[config.mk]
export PLATFORM = sky130hd
export DESIGN_NAME = csr_status_word
export DESIGN_NICKNAME = d
export VERILOG_FILES = /design/src/core/csr_bus_arbiter.v /design/src/core/csr_status_word.v
export VERILOG_INCLUDE_DIRS = /design/src /design/src/core
export SDC_FILE = /design/constraint.sdc
export NUM_CORES = 1
export LEC_CHECK = 0
export BUFFER_PORTS_ARGS = -buffer_cell sky130_fd_sc_hd__buf_2
export CAP_MARGIN = 25
export CORE_UTILIZATION = 40
export CTS_BUF_LIST = sky130_fd_sc_hd__clkbuf_8
export DETAILED_ROUTE_END_ITERATION = 8
export PLACE_DENSITY = 0.69
export SETUP_SLACK_MARGIN = 0.15
export SLEW_MARGIN = 25
export SYNTH_ARGS = -nofsm -noshare
export SYNTH_HDL_FRONTEND = slang
export SYNTH_SLANG_ARGS = --single-unit
[constraint.sdc]
create_clock -name clock -period 3.75 [get_ports clock]
set_clock_uncertainty 0.15 [all_clocks]
set_input_delay 0.5625 -clock clock [delete_from_list [all_inputs] [get_ports clock]]
set_output_delay 0.5625 -clock clock [all_outputs]
set_load 0.05 [all_outputs]
[src/core/csr_map.vh]
// Constants for the core status register block: field positions, reset values, register offsets
// Function
// - The status word is 24 bits and reports core state and arithmetic outcomes.
// - Three bytes: extended mode 23..16, mode 15..8, condition code 7..0.
// - Field positions are bit indices of the whole 24-bit word.
// - Whole word is pushed to the system stack on loop setup and subroutine jump.
// - Extended mode and mode bytes load on reset, exception, loop end, return, trap.
// - Extended mode byte is also written by any full-word destination instruction.
// - Reset clears extended mode byte except core priority, which resets to ones.
// - Mode byte updates on loop start and logical or move ops targeting it or word.
// - Reset sets interrupt mask bits 9 and 8 and clears other mode bits.
// - Condition codes update on arithmetic, parallel moves, logical ops and word writes.
// - A parallel move changes only scaling and limit flags, bits 7 and 6.
// - Reset clears all eight condition code bits.
// - Reserved bit 18 always reads zero.
// - Core priority bits 23..22 set core external priority; reset value binary 11.
// - With priority select 00, active DMA channel priority is compared with core priority.
// - Core priority above DMA priority makes the DMA wait for a free bus slot.
// - Core priority below DMA priority makes core accesses wait for a free slot.
// - Equal priorities rotate grants: program, X data, Y data, DMA, repeating.
`ifndef CSR_MAP_VH
`define CSR_MAP_VH

`define CSR_WORD_W 24
`define CSR_EXT_HI 23
`define CSR_EXT_LO 16
`define CSR_MODE_HI 15
`define CSR_MODE_LO 8
`define CSR_CC_HI 7
`define CSR_CC_LO 0
`define CSR_CP_HI 23
`define CSR_CP_LO 22
`define CSR_RSVD_BIT 18
`define CSR_SL_HI 7
`define CSR_SL_LO 6

`define CSR_EXT_RESET 8'hC0
`define CSR_MODE_RESET 8'h03
`define CSR_CC_RESET 8'h00
`define CSR_EXT_WMASK 8'hFB
`define CSR_SL_MASK 8'hC0

`define CSR_ADDR_W 4
`define CSR_OFS_WORD 4'h0
`define CSR_OFS_EXT 4'h1
`define CSR_OFS_MODE 4'h2
`define CSR_OFS_CC 4'h3
`define CSR_OFS_ARB 4'h4

`define CSR_CDP_DYNAMIC 2'h0
`define CSR_CDP_CORE_LT 2'h1
`define CSR_CDP_CORE_EQ 2'h2
`define CSR_CDP_CORE_GT 2'h3

`endif

[src/core/csr_bus_arbiter.v]
// External bus arbiter between core requesters and the active DMA channel
`timescale 1ns/1ps
`include "csr_map.vh"

module csr_bus_arbiter (
  input wire clock,
  input wire rst_n,
  input wire [1:0] core_bus_priority,
  input wire [1:0] dma_channel_priority,
  input wire [1:0] core_dma_priority_select,
  input wire req_p,
  input wire req_x,
  input wire req_y,
  input wire req_dma,
  output reg [3:0] grant_reg
);

  // ==========================================================
  // Effective priorities
  reg [1:0] eff_core;
  reg [1:0] eff_dma;
  always @* begin
    eff_dma = dma_channel_priority;
    case (core_dma_priority_select)
      `CSR_CDP_DYNAMIC: eff_core = core_bus_priority;
      `CSR_CDP_CORE_LT: begin
        eff_core = 2'h0;
        eff_dma = 2'h1;
      end
      `CSR_CDP_CORE_EQ: begin
        eff_core = 2'h1;
        eff_dma = 2'h1;
      end
      default: begin
        eff_core = 2'h1;
        eff_dma = 2'h0;
      end
    endcase
  end

  // ==========================================================
  // Grant selection; one grant per cycle, bit order P,X,Y,DMA
  localparam TURN_P = 4'h1;
  localparam TURN_X = 4'h2;
  localparam TURN_Y = 4'h4;
  localparam TURN_D = 4'h8;

  reg [3:0] turn_reg;
  reg [3:0] turn_next;
  reg [3:0] grant_next;
  wire [3:0] reqs = {req_dma, req_y, req_x, req_p};
  wire core_req = req_p | req_x | req_y;

  function [3:0] csr_fixed_core;
    input [3:0] r;
    begin
      if (r[0])
        csr_fixed_core = TURN_P;
      else if (r[1])
        csr_fixed_core = TURN_X;
      else if (r[2])
        csr_fixed_core = TURN_Y;
      else
        csr_fixed_core = 4'h0;
    end
  endfunction

  // Rotating search from the current turn so no requester starves at equal priority
  function [3:0] csr_rotate;
    input [3:0] r;
    input [3:0] t;
    reg [7:0] dbl;
    reg [3:0] pick;
    integer i;
    integer k;
    begin
      dbl = {r, r};
      pick = 4'h0;
      k = 0;
      for (i = 0; i < 4; i = i + 1) begin
        if (t[i])
          k = i;
      end
      for (i = 3; i >= 0; i = i - 1) begin
        if (dbl[k + i])
          pick = 4'h1 << ((k + i) % 4);
      end
      csr_rotate = pick;
    end
  endfunction

  always @* begin
    grant_next = 4'h0;
    turn_next = turn_reg;
    if (eff_core > eff_dma) begin
      grant_next = core_req ? csr_fixed_core(reqs) : (req_dma ? TURN_D : 4'h0);
    end else if (eff_core < eff_dma) begin
      grant_next = req_dma ? TURN_D : csr_fixed_core(reqs);
    end else begin
      grant_next = csr_rotate(reqs, turn_reg);
      if (grant_next != 4'h0)
        turn_next = {grant_next[2:0], grant_next[3]};
    end
  end

  always @(posedge clock) begin
    if (!rst_n) begin
      grant_reg <= 4'h0;
      turn_reg <= TURN_P;
    end else begin
      grant_reg <= grant_next;
      turn_reg <= turn_next;
    end
  end

endmodule

[src/core/csr_status_word.v]
// Core status word register bank with stack push and external bus arbitration
//
// The address-and-strobe port and the address map were decided locally.
`timescale 1ns/1ps
`include "csr_map.vh"

module csr_status_word (
  input wire clock,
  input wire rst_n,
  input wire [`CSR_ADDR_W-1:0] reg_addr,
  input wire [23:0] reg_wdata,
  input wire reg_write,
  input wire reg_read,
  output reg [23:0] reg_rdata_reg,
  input wire exception_load,
  input wire loop_end_load,
  input wire return_load,
  input wire trap_load,
  input wire [23:0] restore_word,
  input wire loop_start,
  input wire [7:0] loop_mode_value,
  input wire loop_forever,
  input wire subroutine_jump,
  input wire [1:0] logic_target,
  input wire logic_is_or,
  input wire [7:0] logic_immediate,
  input wire alu_update,
  input wire [7:0] alu_flags,
  input wire [7:0] alu_mask,
  input wire move_update,
  input wire [1:0] move_sl_flags,
  input wire [1:0] core_dma_priority_select,
  input wire [1:0] dma_channel_priority,
  input wire req_p,
  input wire req_x,
  input wire req_y,
  input wire req_dma,
  output reg [23:0] processor_status_word_reg,
  output reg stack_push_reg,
  output reg [23:0] stack_data_reg,
  output wire [3:0] bus_grant
);

  // ==========================================================
  // Byte state
  reg [7:0] ext_reg;
  reg [7:0] mode_reg;
  reg [7:0] cc_reg;
  reg [7:0] ext_next;
  reg [7:0] mode_next;
  reg [7:0] cc_next;

  localparam TGT_NONE = 2'h0;
  localparam TGT_MODE = 2'h1;
  localparam TGT_CC = 2'h2;
  localparam TGT_WORD = 2'h3;

  // Reserved bit forced low wherever the extended byte is loaded
  function [7:0] csr_ext_clean;
    input [7:0] v;
    begin
      csr_ext_clean = v & `CSR_EXT_WMASK;
    end
  endfunction

  function [7:0] csr_logic_op;
    input [7:0] cur;
    input [7:0] imm;
    input is_or;
    begin
      csr_logic_op = is_or ? (cur | imm) : (cur & imm);
    end
  endfunction

  function [23:0] csr_pack;
    input [7:0] e;
    input [7:0] m;
    input [7:0] c;
    begin
      csr_pack = {csr_ext_clean(e), m, c};
    end
  endfunction

  wire bus_word_wr = reg_write && (reg_addr == `CSR_OFS_WORD);
  wire bus_ext_wr = reg_write && (reg_addr == `CSR_OFS_EXT);
  wire bus_mode_wr = reg_write && (reg_addr == `CSR_OFS_MODE);
  wire bus_cc_wr = reg_write && (reg_addr == `CSR_OFS_CC);
  wire hw_restore = exception_load | loop_end_load | return_load | trap_load;

  // ==========================================================
  // Update priority: implicit flags first, then explicit writes override
  always @* begin
    ext_next = ext_reg;
    mode_next = mode_reg;
    cc_next = cc_reg;
    if (alu_update)
      cc_next = (cc_reg & ~alu_mask) | (alu_flags & alu_mask);
    if (move_update)
      cc_next = {move_sl_flags, cc_next[`CSR_SL_HI-2:0]};
    if (hw_restore) begin
      ext_next = restore_word[`CSR_EXT_HI:`CSR_EXT_LO];
      mode_next = restore_word[`CSR_MODE_HI:`CSR_MODE_LO];
      cc_next = restore_word[`CSR_CC_HI:`CSR_CC_LO];
    end
    if (loop_start) begin
      mode_next = loop_mode_value;
      if (loop_forever)
        ext_next = restore_word[`CSR_EXT_HI:`CSR_EXT_LO];
    end
    case (logic_target)
      TGT_MODE: mode_next = csr_logic_op(mode_reg, logic_immediate, logic_is_or);
      TGT_CC: cc_next = csr_logic_op(cc_reg, logic_immediate, logic_is_or);
      TGT_WORD: begin
        ext_next = csr_logic_op(ext_reg, logic_immediate, logic_is_or);
        mode_next = csr_logic_op(mode_reg, logic_immediate, logic_is_or);
        cc_next = csr_logic_op(cc_reg, logic_immediate, logic_is_or);
      end
      TGT_NONE: ;
      default: ;
    endcase
    // Software writes last so they win over every implicit update
    if (bus_word_wr) begin
      ext_next = reg_wdata[`CSR_EXT_HI:`CSR_EXT_LO];
      mode_next = reg_wdata[`CSR_MODE_HI:`CSR_MODE_LO];
      cc_next = reg_wdata[`CSR_CC_HI:`CSR_CC_LO];
    end
    if (bus_ext_wr)
      ext_next = reg_wdata[7:0];
    if (bus_mode_wr)
      mode_next = reg_wdata[7:0];
    if (bus_cc_wr)
      cc_next = reg_wdata[7:0];
    ext_next = csr_ext_clean(ext_next);
  end

  // ==========================================================
  // State registers
  always @(posedge clock) begin
    if (!rst_n) begin
      ext_reg <= `CSR_EXT_RESET;
      mode_reg <= `CSR_MODE_RESET;
      cc_reg <= `CSR_CC_RESET;
    end else begin
      ext_reg <= ext_next;
      mode_reg <= mode_next;
      cc_reg <= cc_next;
    end
  end

  // Published word is loaded from the next-state bytes, so it changes on the same edge as the state
  always @(posedge clock) begin
    if (!rst_n)
      processor_status_word_reg <= {`CSR_EXT_RESET, `CSR_MODE_RESET, `CSR_CC_RESET};
    else
      processor_status_word_reg <= csr_pack(ext_next, mode_next, cc_next);
  end

  // ==========================================================
  // Stack push: the word before the instruction's own update is saved
  always @(posedge clock) begin
    if (!rst_n) begin
      stack_push_reg <= 1'b0;
      stack_data_reg <= 24'h000000;
    end else begin
      stack_push_reg <= loop_start | subroutine_jump;
      if (loop_start | subroutine_jump)
        stack_data_reg <= csr_pack(ext_reg, mode_reg, cc_reg);
    end
  end

  // ==========================================================
  // Register read port; data stands in the cycle after the strobe only
  reg [23:0] rd_mux;
  wire [7:0] arb_view = {4'h0, core_dma_priority_select, dma_channel_priority};
  always @* begin
    case (reg_addr)
      `CSR_OFS_WORD: rd_mux = csr_pack(ext_reg, mode_reg, cc_reg);
      `CSR_OFS_EXT: rd_mux = {16'h0000, csr_ext_clean(ext_reg)};
      `CSR_OFS_MODE: rd_mux = {16'h0000, mode_reg};
      `CSR_OFS_CC: rd_mux = {16'h0000, cc_reg};
      `CSR_OFS_ARB: rd_mux = {12'h000, bus_grant, arb_view};
      default: rd_mux = 24'h000000;
    endcase
  end

  always @(posedge clock) begin
    if (!rst_n)
      reg_rdata_reg <= 24'h000000;
    else if (reg_read)
      reg_rdata_reg <= rd_mux;
    else
      reg_rdata_reg <= 24'h000000;
  end

  // ==========================================================
  // External bus arbitration
  csr_bus_arbiter u_arb (
    .clock(clock),
    .rst_n(rst_n),
    .core_bus_priority(ext_reg[`CSR_CP_HI-`CSR_EXT_LO:`CSR_CP_LO-`CSR_EXT_LO]),
    .dma_channel_priority(dma_channel_priority),
    .core_dma_priority_select(core_dma_priority_select),
    .req_p(req_p),
    .req_x(req_x),
    .req_y(req_y),
    .req_dma(req_dma),
    .grant_reg(bus_grant)
  );

endmodule

=== Word-level counts from Yosys, hierarchy flattened ===
Cells that the tools add are included.

* Shift operators: 4
* $add $sub $neg: 3
* Bitwise operators: 22
* Muxes and demuxes: 54
* Order comparisons: 6
* Reduce and logical (&&, ||, !) cells: 16
* Equal/unequal tests: 9

{| class="wikitable"
|+ Operators with widths
! cell !! number
|-
| 8-bit two-way mux || 20
|-
| 32-bit by 5-bit < comparator with 1-bit output (second input constant) || 4
|-
| 1-bit by 32-bit left shift with 4-bit output (first input constant) || 4
|-
| 24-bit case mux with 5 select lines || 1
|-
| 32-bit by 3-bit adder with 32-bit output (second input constant) || 2
|-
| 32-bit two-way mux || 2
|-
| 4-bit two-way mux || 13
|-
| 8-bit bitwise AND || 5
|-
| 32-bit by 2-bit adder with 32-bit output (second input constant) || 1
|-
| 8-bit OR || 4
|-
| 2-bit OR reduction || 7
|-
| 1-bit binary-select mux with 3-bit select || 4
|-
| 1-bit two-way mux || 9
|-
| 4-bit by 2-bit equality test with 1-bit output (second input constant) || 2
|-
| 8-bit NOT || 1
|-
| 2-bit case mux with 2 select lines || 2
|-
| 2-bit equality test (second input constant) || 3
|-
| 1-bit OR || 6
|-
| 1-bit bitwise AND || 4
|-
| 2-bit by 1-bit equality test with 1-bit output (second input constant) || 2
|-
| 4-bit by 1-bit equality test with 1-bit output (second input constant) || 1
|-
| 4-bit by 3-bit equality test with 1-bit output (second input constant) || 1
|-
| 1-bit logical AND || 4
|-
| 4-bit zero test || 1
|-
| other kinds (9) || 11
|}

* Flip-flop bits (word level): 104
* Output and inout bits: 77
* Logic and storage cells: 125
* Bits of input ports: 110

=== Logic depth before layout (Yosys ltp) ===
* Word-level depth: 18
* Depth in mapped cells: 11
* Depth with buffers taken out: 11

=== Modules after synthesis ===
Synthesis repeated with hierarchy kept, for this count alone.

* Cells, all modules: 543
* Area, all modules: 4663.2 sq um

{| class="wikitable"
|+ By module, submodules not included
! module !! sequential area each (sq um) !! times used !! area an instance (sq um) !! cells an instance
|-
| csr_status_word || 1401.3 || 1 || 3731.1 || 430
|-
| csr_bus_arbiter || 140.1 || 1 || 932.1 || 113
|}

=== Worst setup path after synthesis ===
Ideal clock, no wire load.

* Path type: flip-flop to flip-flop
* Start point: reg u_arb.turn_reg[3]
* End point: reg u_arb.grant_reg[2]
* Cell stages (with the launch flop): 11
* Setup time: 0.071 ns
* Setup slack: 0.974 ns
* Period minus slack after synthesis: 2.776 ns
* Path buffers: 2
* Data required time: 3.529 ns
* Arrival: 2.556 ns
* Cells stage by stage: dfxtp_1 -> buf_6 -> nor2_2 -> inv_1 -> ha_1 -> buf_6 -> o2111a_1 -> a211oi_4 -> a2111oi_2 -> or4_1 -> a21oi_1

* Cells in the longest elaborated chain, start to end: 15
* Elaborated cells between the ends (all ways): 38
* Those cells by class: add/sub (3); shift (4); mux (23); bitwise (4); reduce/logical (4)

{| class="wikitable"
|+ Ends and longest elaborated chain
! item !! line !! RTL
|-
| from (decl) || csr_bus_arbiter.v:48 || <nowiki>reg [3:0] turn_reg;</nowiki>
|-
| from (signal assigned) || csr_bus_arbiter.v:112 || <nowiki>turn_reg <= turn_next;</nowiki>
|-
| 2-bit two-way mux (*) || csr_bus_arbiter.v:81 || <nowiki>if (t[i])</nowiki>
|-
| 32-bit two-way mux (*) || csr_bus_arbiter.v:97 || <nowiki>end else if (eff_core < eff_dma) begin</nowiki>
|-
| 32-bit two-way mux (*) || csr_bus_arbiter.v:95 || <nowiki>if (eff_core > eff_dma) begin</nowiki>
|-
| 32-bit by 3-bit adder with 32-bit output || csr_bus_arbiter.v:85, csr_bus_arbiter.v:86 ||
|-
| 1-bit binary-select mux with 3-bit select or 2-bit OR reduction (tied branches) || n/a ||
|-
| 1-bit two-way mux (implied by the code) or 1-bit bitwise AND (tied branches) || n/a ||
|-
| 1-bit two-way mux (implied by the code) or 1-bit by 32-bit left shift with 4-bit output (tied branches) || csr_bus_arbiter.v:85, csr_bus_arbiter.v:86 ||
|-
| 4-bit two-way mux || csr_bus_arbiter.v:85 || <nowiki>if (dbl[k + i])</nowiki>
|-
| 4-bit two-way mux (2 in a row) || n/a ||
|-
| 4-bit two-way mux (*) (3 in a row) || n/a ||
|-
| 4-bit two-way mux (*) || csr_bus_arbiter.v:97 ||
|-
| 4-bit two-way mux (*) || csr_bus_arbiter.v:95 ||
|-
| to (signal assigned) || csr_bus_arbiter.v:111 || <nowiki>grant_reg <= grant_next;</nowiki>
|-
| to (decl) || csr_bus_arbiter.v:15 || <nowiki>output reg [3:0] grant_reg</nowiki>
|}

Mark *: on every way between the ends. The rest lies on a longest branch, timed or not. The select of a mux whose other input is x is not followed.
A chain may end at the register's enable or synchronous reset.

=== Worst setup path after layout ===
* Start point: reg u_arb.turn_reg[3]
* End point: reg u_arb.turn_reg[2]

* Cells in the longest elaborated chain, start to end: 15
* Elaborated cells between the ends (all ways): 38
* Those cells by class: add/sub (3); shift (4); mux (21); bitwise (4); reduce/logical (6)

{| class="wikitable"
|+ Ends and longest elaborated chain
! item !! line !! RTL
|-
| 2-bit two-way mux (*) || csr_bus_arbiter.v:81 ||
|-
| 32-bit two-way mux (*) || csr_bus_arbiter.v:97 ||
|-
| 32-bit two-way mux (*) || csr_bus_arbiter.v:95 ||
|-
| 32-bit by 3-bit adder with 32-bit output || csr_bus_arbiter.v:85, csr_bus_arbiter.v:86 ||
|-
| 1-bit binary-select mux with 3-bit select or 2-bit OR reduction (tied branches) || n/a ||
|-
| 1-bit two-way mux (implied by the code) or 1-bit bitwise AND (tied branches) || n/a ||
|-
| 1-bit two-way mux (implied by the code) or 1-bit by 32-bit left shift with 4-bit output (tied branches) || csr_bus_arbiter.v:85, csr_bus_arbiter.v:86 ||
|-
| 4-bit two-way mux || csr_bus_arbiter.v:85 ||
|-
| 4-bit two-way mux (2 in a row) || n/a ||
|-
| 4-bit two-way mux (*) (3 in a row) || n/a ||
|-
| 4-bit nonzero test || csr_bus_arbiter.v:101 || <nowiki>if (grant_next != 4'h0)</nowiki>
|-
| 3-bit AND reduction (no line) || n/a ||
|}

Marks and branches as above.

==> flow_summary.json <==
{
  "status": "finished clean",
  "grt_overflow": 0,
  "ctsRootBufferMaster": "clkbuf_8",
  "worst_path_largest_cell_delay_ns": 0.49,
  "gp_congestion": 0.888,
  "crit_family": "compound AO/OA/AOI/OAI gates",
  "clock_latency_ns": 0.35,
  "io_buffers": 181,
  "cp_cell_sequence": "nor2_2 -> inv_1 -> ha_1 -> mux2i_1 -> o21ai_1 -> and2_4 -> a2111oi_2 -> o32ai_1 -> o31ai_1",
  "max_freq_mhz": 317,
  "antenna_found_initial": 4,
  "synth_edf_count": 0,
  "initial_utilization": 0.414,
  "wl_per_cell_um": 17.9,
  "leakage_nw": 2.60,
  "pwr-share-clk": 0.231,
  "ff_latch_area_sq_um": 1540,
  "switching_share": 0.419,
  "viasPerCell": 5.65,
  "synth-seq-area-share": 0.342,
  "synthCells": 562,
  "maxSlewViolCount": 0,
  "max_slew_margin": 0.456,
  "core_area_sq_um": 10900,
  "multi_input_area_sq_um": 2730,
  "cts_max_path_buffers": 2,
  "dp_hpwl_um": 12100,
  "drive_gt1_frac": 0.320,
  "grtUsageTotal": 0.269,
  "p_int_mw": 1.78,
  "p_sw_mw": 1.28,
  "p_comb_frac": 0.450,
  "crit_required_ns": 3.87,
  "grt_max_degree": 38,
  "critPathKind": "reg -> reg",
  "post-route-period-util": 0.841,
  "synth_ff_type": "dfxtp_1",
  "p_seq_frac": 0.320,
  "cp.buffers_inverters": 1,
  "start_kind": "flop",
  "power_mw": 3.07,
  "ctsHtreeMaxLevel": 3,
  "cts_setup_buffers": 0,
  "die_y_um": 108,
  "ys_types": 68,
  "fp.dieW_um": 108,
  "yosys_register_bits": 77,
  "grt_pass1_vias": 4686,
  "ir_worst_vdd_uv": 467,
  "clock-sinks": 77,
  "fin_area_sq_um": 5670,
  "synth_area_per_cell_sq_um": 8.01,
  "hold_path.class": "reg -> reg",
  "syn_area_sq_um": 4500,
  "drt_pass1_iterations": 5,
  "cts_inserted_buffers": 9,
  "cts_tree": "done",
  "fin_tns_setup_ns": 0,
  "grt_pass1_wl_um": 24100,
  "async_reset_ff_frac": 0,
  "final_hold_viol_count": 0,
  "crit_fanout": 10,
  "powerDensity_nw_per_um2": 541,
  "timing.max_cap.violations": 0,
  "totalWireLength_um": 15600,
  "worstPathArrival_ns": 3.28,
  "ctsHoldBuffers": 0,
  "place_area_sq_um": 5440,
  "finalSetupViolCount": 0,
  "cts_resized": 0,
  "yosys_warnings": 0,
  "drc": 0,
  "num_vias": 4918,
  "cp_slowest_cell": "a2111oi_2",
  "period_needed_ns": 3.15,
  "tightestPinTransition_ns": 0.816,
  "ant_nets": 0,
  "fillers": 1065,
  "end_kind": "flop",
  "drtIter0Drc": 354,
  "final_nets": 845,
  "clk_pin_slew_ns": 0.09,
  "dieArea_sq_um": 11700,
  "syn2layout_area_growth_pct": 25.8,
  "grt_setup_unrepaired": "no",
  "core.rowCount": 38,
  "num_io_pins": 187
}
-- per-layer routing --
metal,share of wire,routed length (um),vias up,GRT usage
li1,-,-,2337,-
met1,0.39,6050,2276,0.320
met2,0.48,7470,257,0.466
met3,0.098,1530,46,0.0615
met4,0.033,514,2,0.109
met5,0.00064,10,-,0
-- kinds of logic after synthesis --
| kind of cell | Yosys count | synth area share |
|---|---|---|
| flops | 77 | 0.342 |
| fa+ha+maj | 25 | 0.0628 |
| simple gates | 204 | 0.215 |
| buf+inv | 53 | 0.0539 |
| compound gates | 171 | 0.256 |
| mux | 31 | 0.0700 |
| other cells | 1 | 0.000833 |
-- placed cells by master (no fill, tap or decap), types with 5 or more instances in the layout --
cell | synthesis | final
nand2_1 | 93 | 93
a31oi_1 | 5 | 5
dfxtp_1 | 77 | 77
maj3_1 | 12 | 12
nor2_1 | 40 | 40
ha_1 | 13 | 13
clkbuf_8 | 0 | 9
a211oi_1 | 12 | 12
buf_2 | 5 | 181
nor3_1 | 10 | 10
and2_1 | 13 | 13
nand3_1 | 11 | 11
inv_1 | 12 | 13
mux2i_1 | 27 | 27
o21ai_0 | 39 | 39
a22oi_1 | 6 | 6
a221oi_1 | 6 | 6
a21oi_1 | 62 | 62
a311oi_1 | 8 | 8
or4_1 | 5 | 5
-- power by group through the flow --
stage,Sequential [mW],Clock (mW),Combinational [mW]
global placement,0.995,0,1.34
detailed placement,0.996,0,1.37
global route,0.987,0.755,1.50
floorplan,1.12,0,0.968
finish,0.979,0.707,1.38
CTS,0.976,0.715,1.37
-- final cells by class --
type	instances	share of cell area
sequential	77	0.272
clock buffer	9	0.0219
timing repair buffer	185	0.165
antenna	3	0.00132
clock inverter	7	0.0177
multi-input combinational	434	0.481
inverter	15	0.00993
tap	140	0.0309
-- metrics by stage --
step	utilization	worst slack, ns	hold WS [ns]	std cells
finish	0.521	0.595	0.304	870
global route	0.520	0.325	0.324	868
CTS	0.520	0.626	0.304	867
detailed placement	0.499	0.650	0.292	851
global placement	0.499	0.709	0.286	851
floorplan	-	0.974	0.353	564
-- synth_stat cells, drive strengths merged (2+ instances only) --
master	number	area share
nand2	93	0.077
dfxtp	77	0.34
a21oi	62	0.069
nor2	42	0.036
o21ai	42	0.048
mux2i	27	0.060
clkbuf	26	0.022
and2	19	0.029
inv	15	0.012
a211oi	13	0.024
ha	13	0.036
buf	12	0.020
maj3	12	0.027
nand3	11	0.012
nor3	11	0.013
a311oi	8	0.016
a221oi	7	0.018
a22oi	6	0.010
a31oi	5	0.0069
nor2b	5	0.0075
or4	5	0.0083
mux2	4	0.010
a2111oi	3	0.013
and3	3	0.0044
nand2b	3	0.0042
o211ai	3	0.0050
o221a	3	0.0075
a211o	2	0.0039
a32oi	2	0.0039
nor3b	2	0.0044
nor4	2	0.0042
o31a	2	0.0039
o31ai	2	0.0033
o32ai	2	0.0056
or3	2	0.0028
-- worst paths after layout --
| path | slack (ns) | end | cells past startpoint | from |
|---|---|---|---|---|
| max | 0.60 | u_arb.turn_reg[2]$_SDFFE_PN0P_ | 9 | u_arb.turn_reg[3]$_SDFFE_PN0P_ |
| min | 0.30 | stack_data_reg[16]$_SDFFE_PN0P_ | 2 | stack_data_reg[16]$_SDFFE_PN0P_ |
| max reg2reg | 0.60 | u_arb.turn_reg[2]$_SDFFE_PN0P_ | 9 | u_arb.turn_reg[3]$_SDFFE_PN0P_ |
| min reg2reg | 0.30 | stack_data_reg[16]$_SDFFE_PN0P_ | 2 | stack_data_reg[16]$_SDFFE_PN0P_ |
-- tightest hold or removal path, delay by kind of cell, from the launching register on --
family	cells	cell delay, ns
compound gates	1	0.05
flops	1	0.32
simple gates	1	0.05
Note: power is estimated with default switching activity, not from simulation.
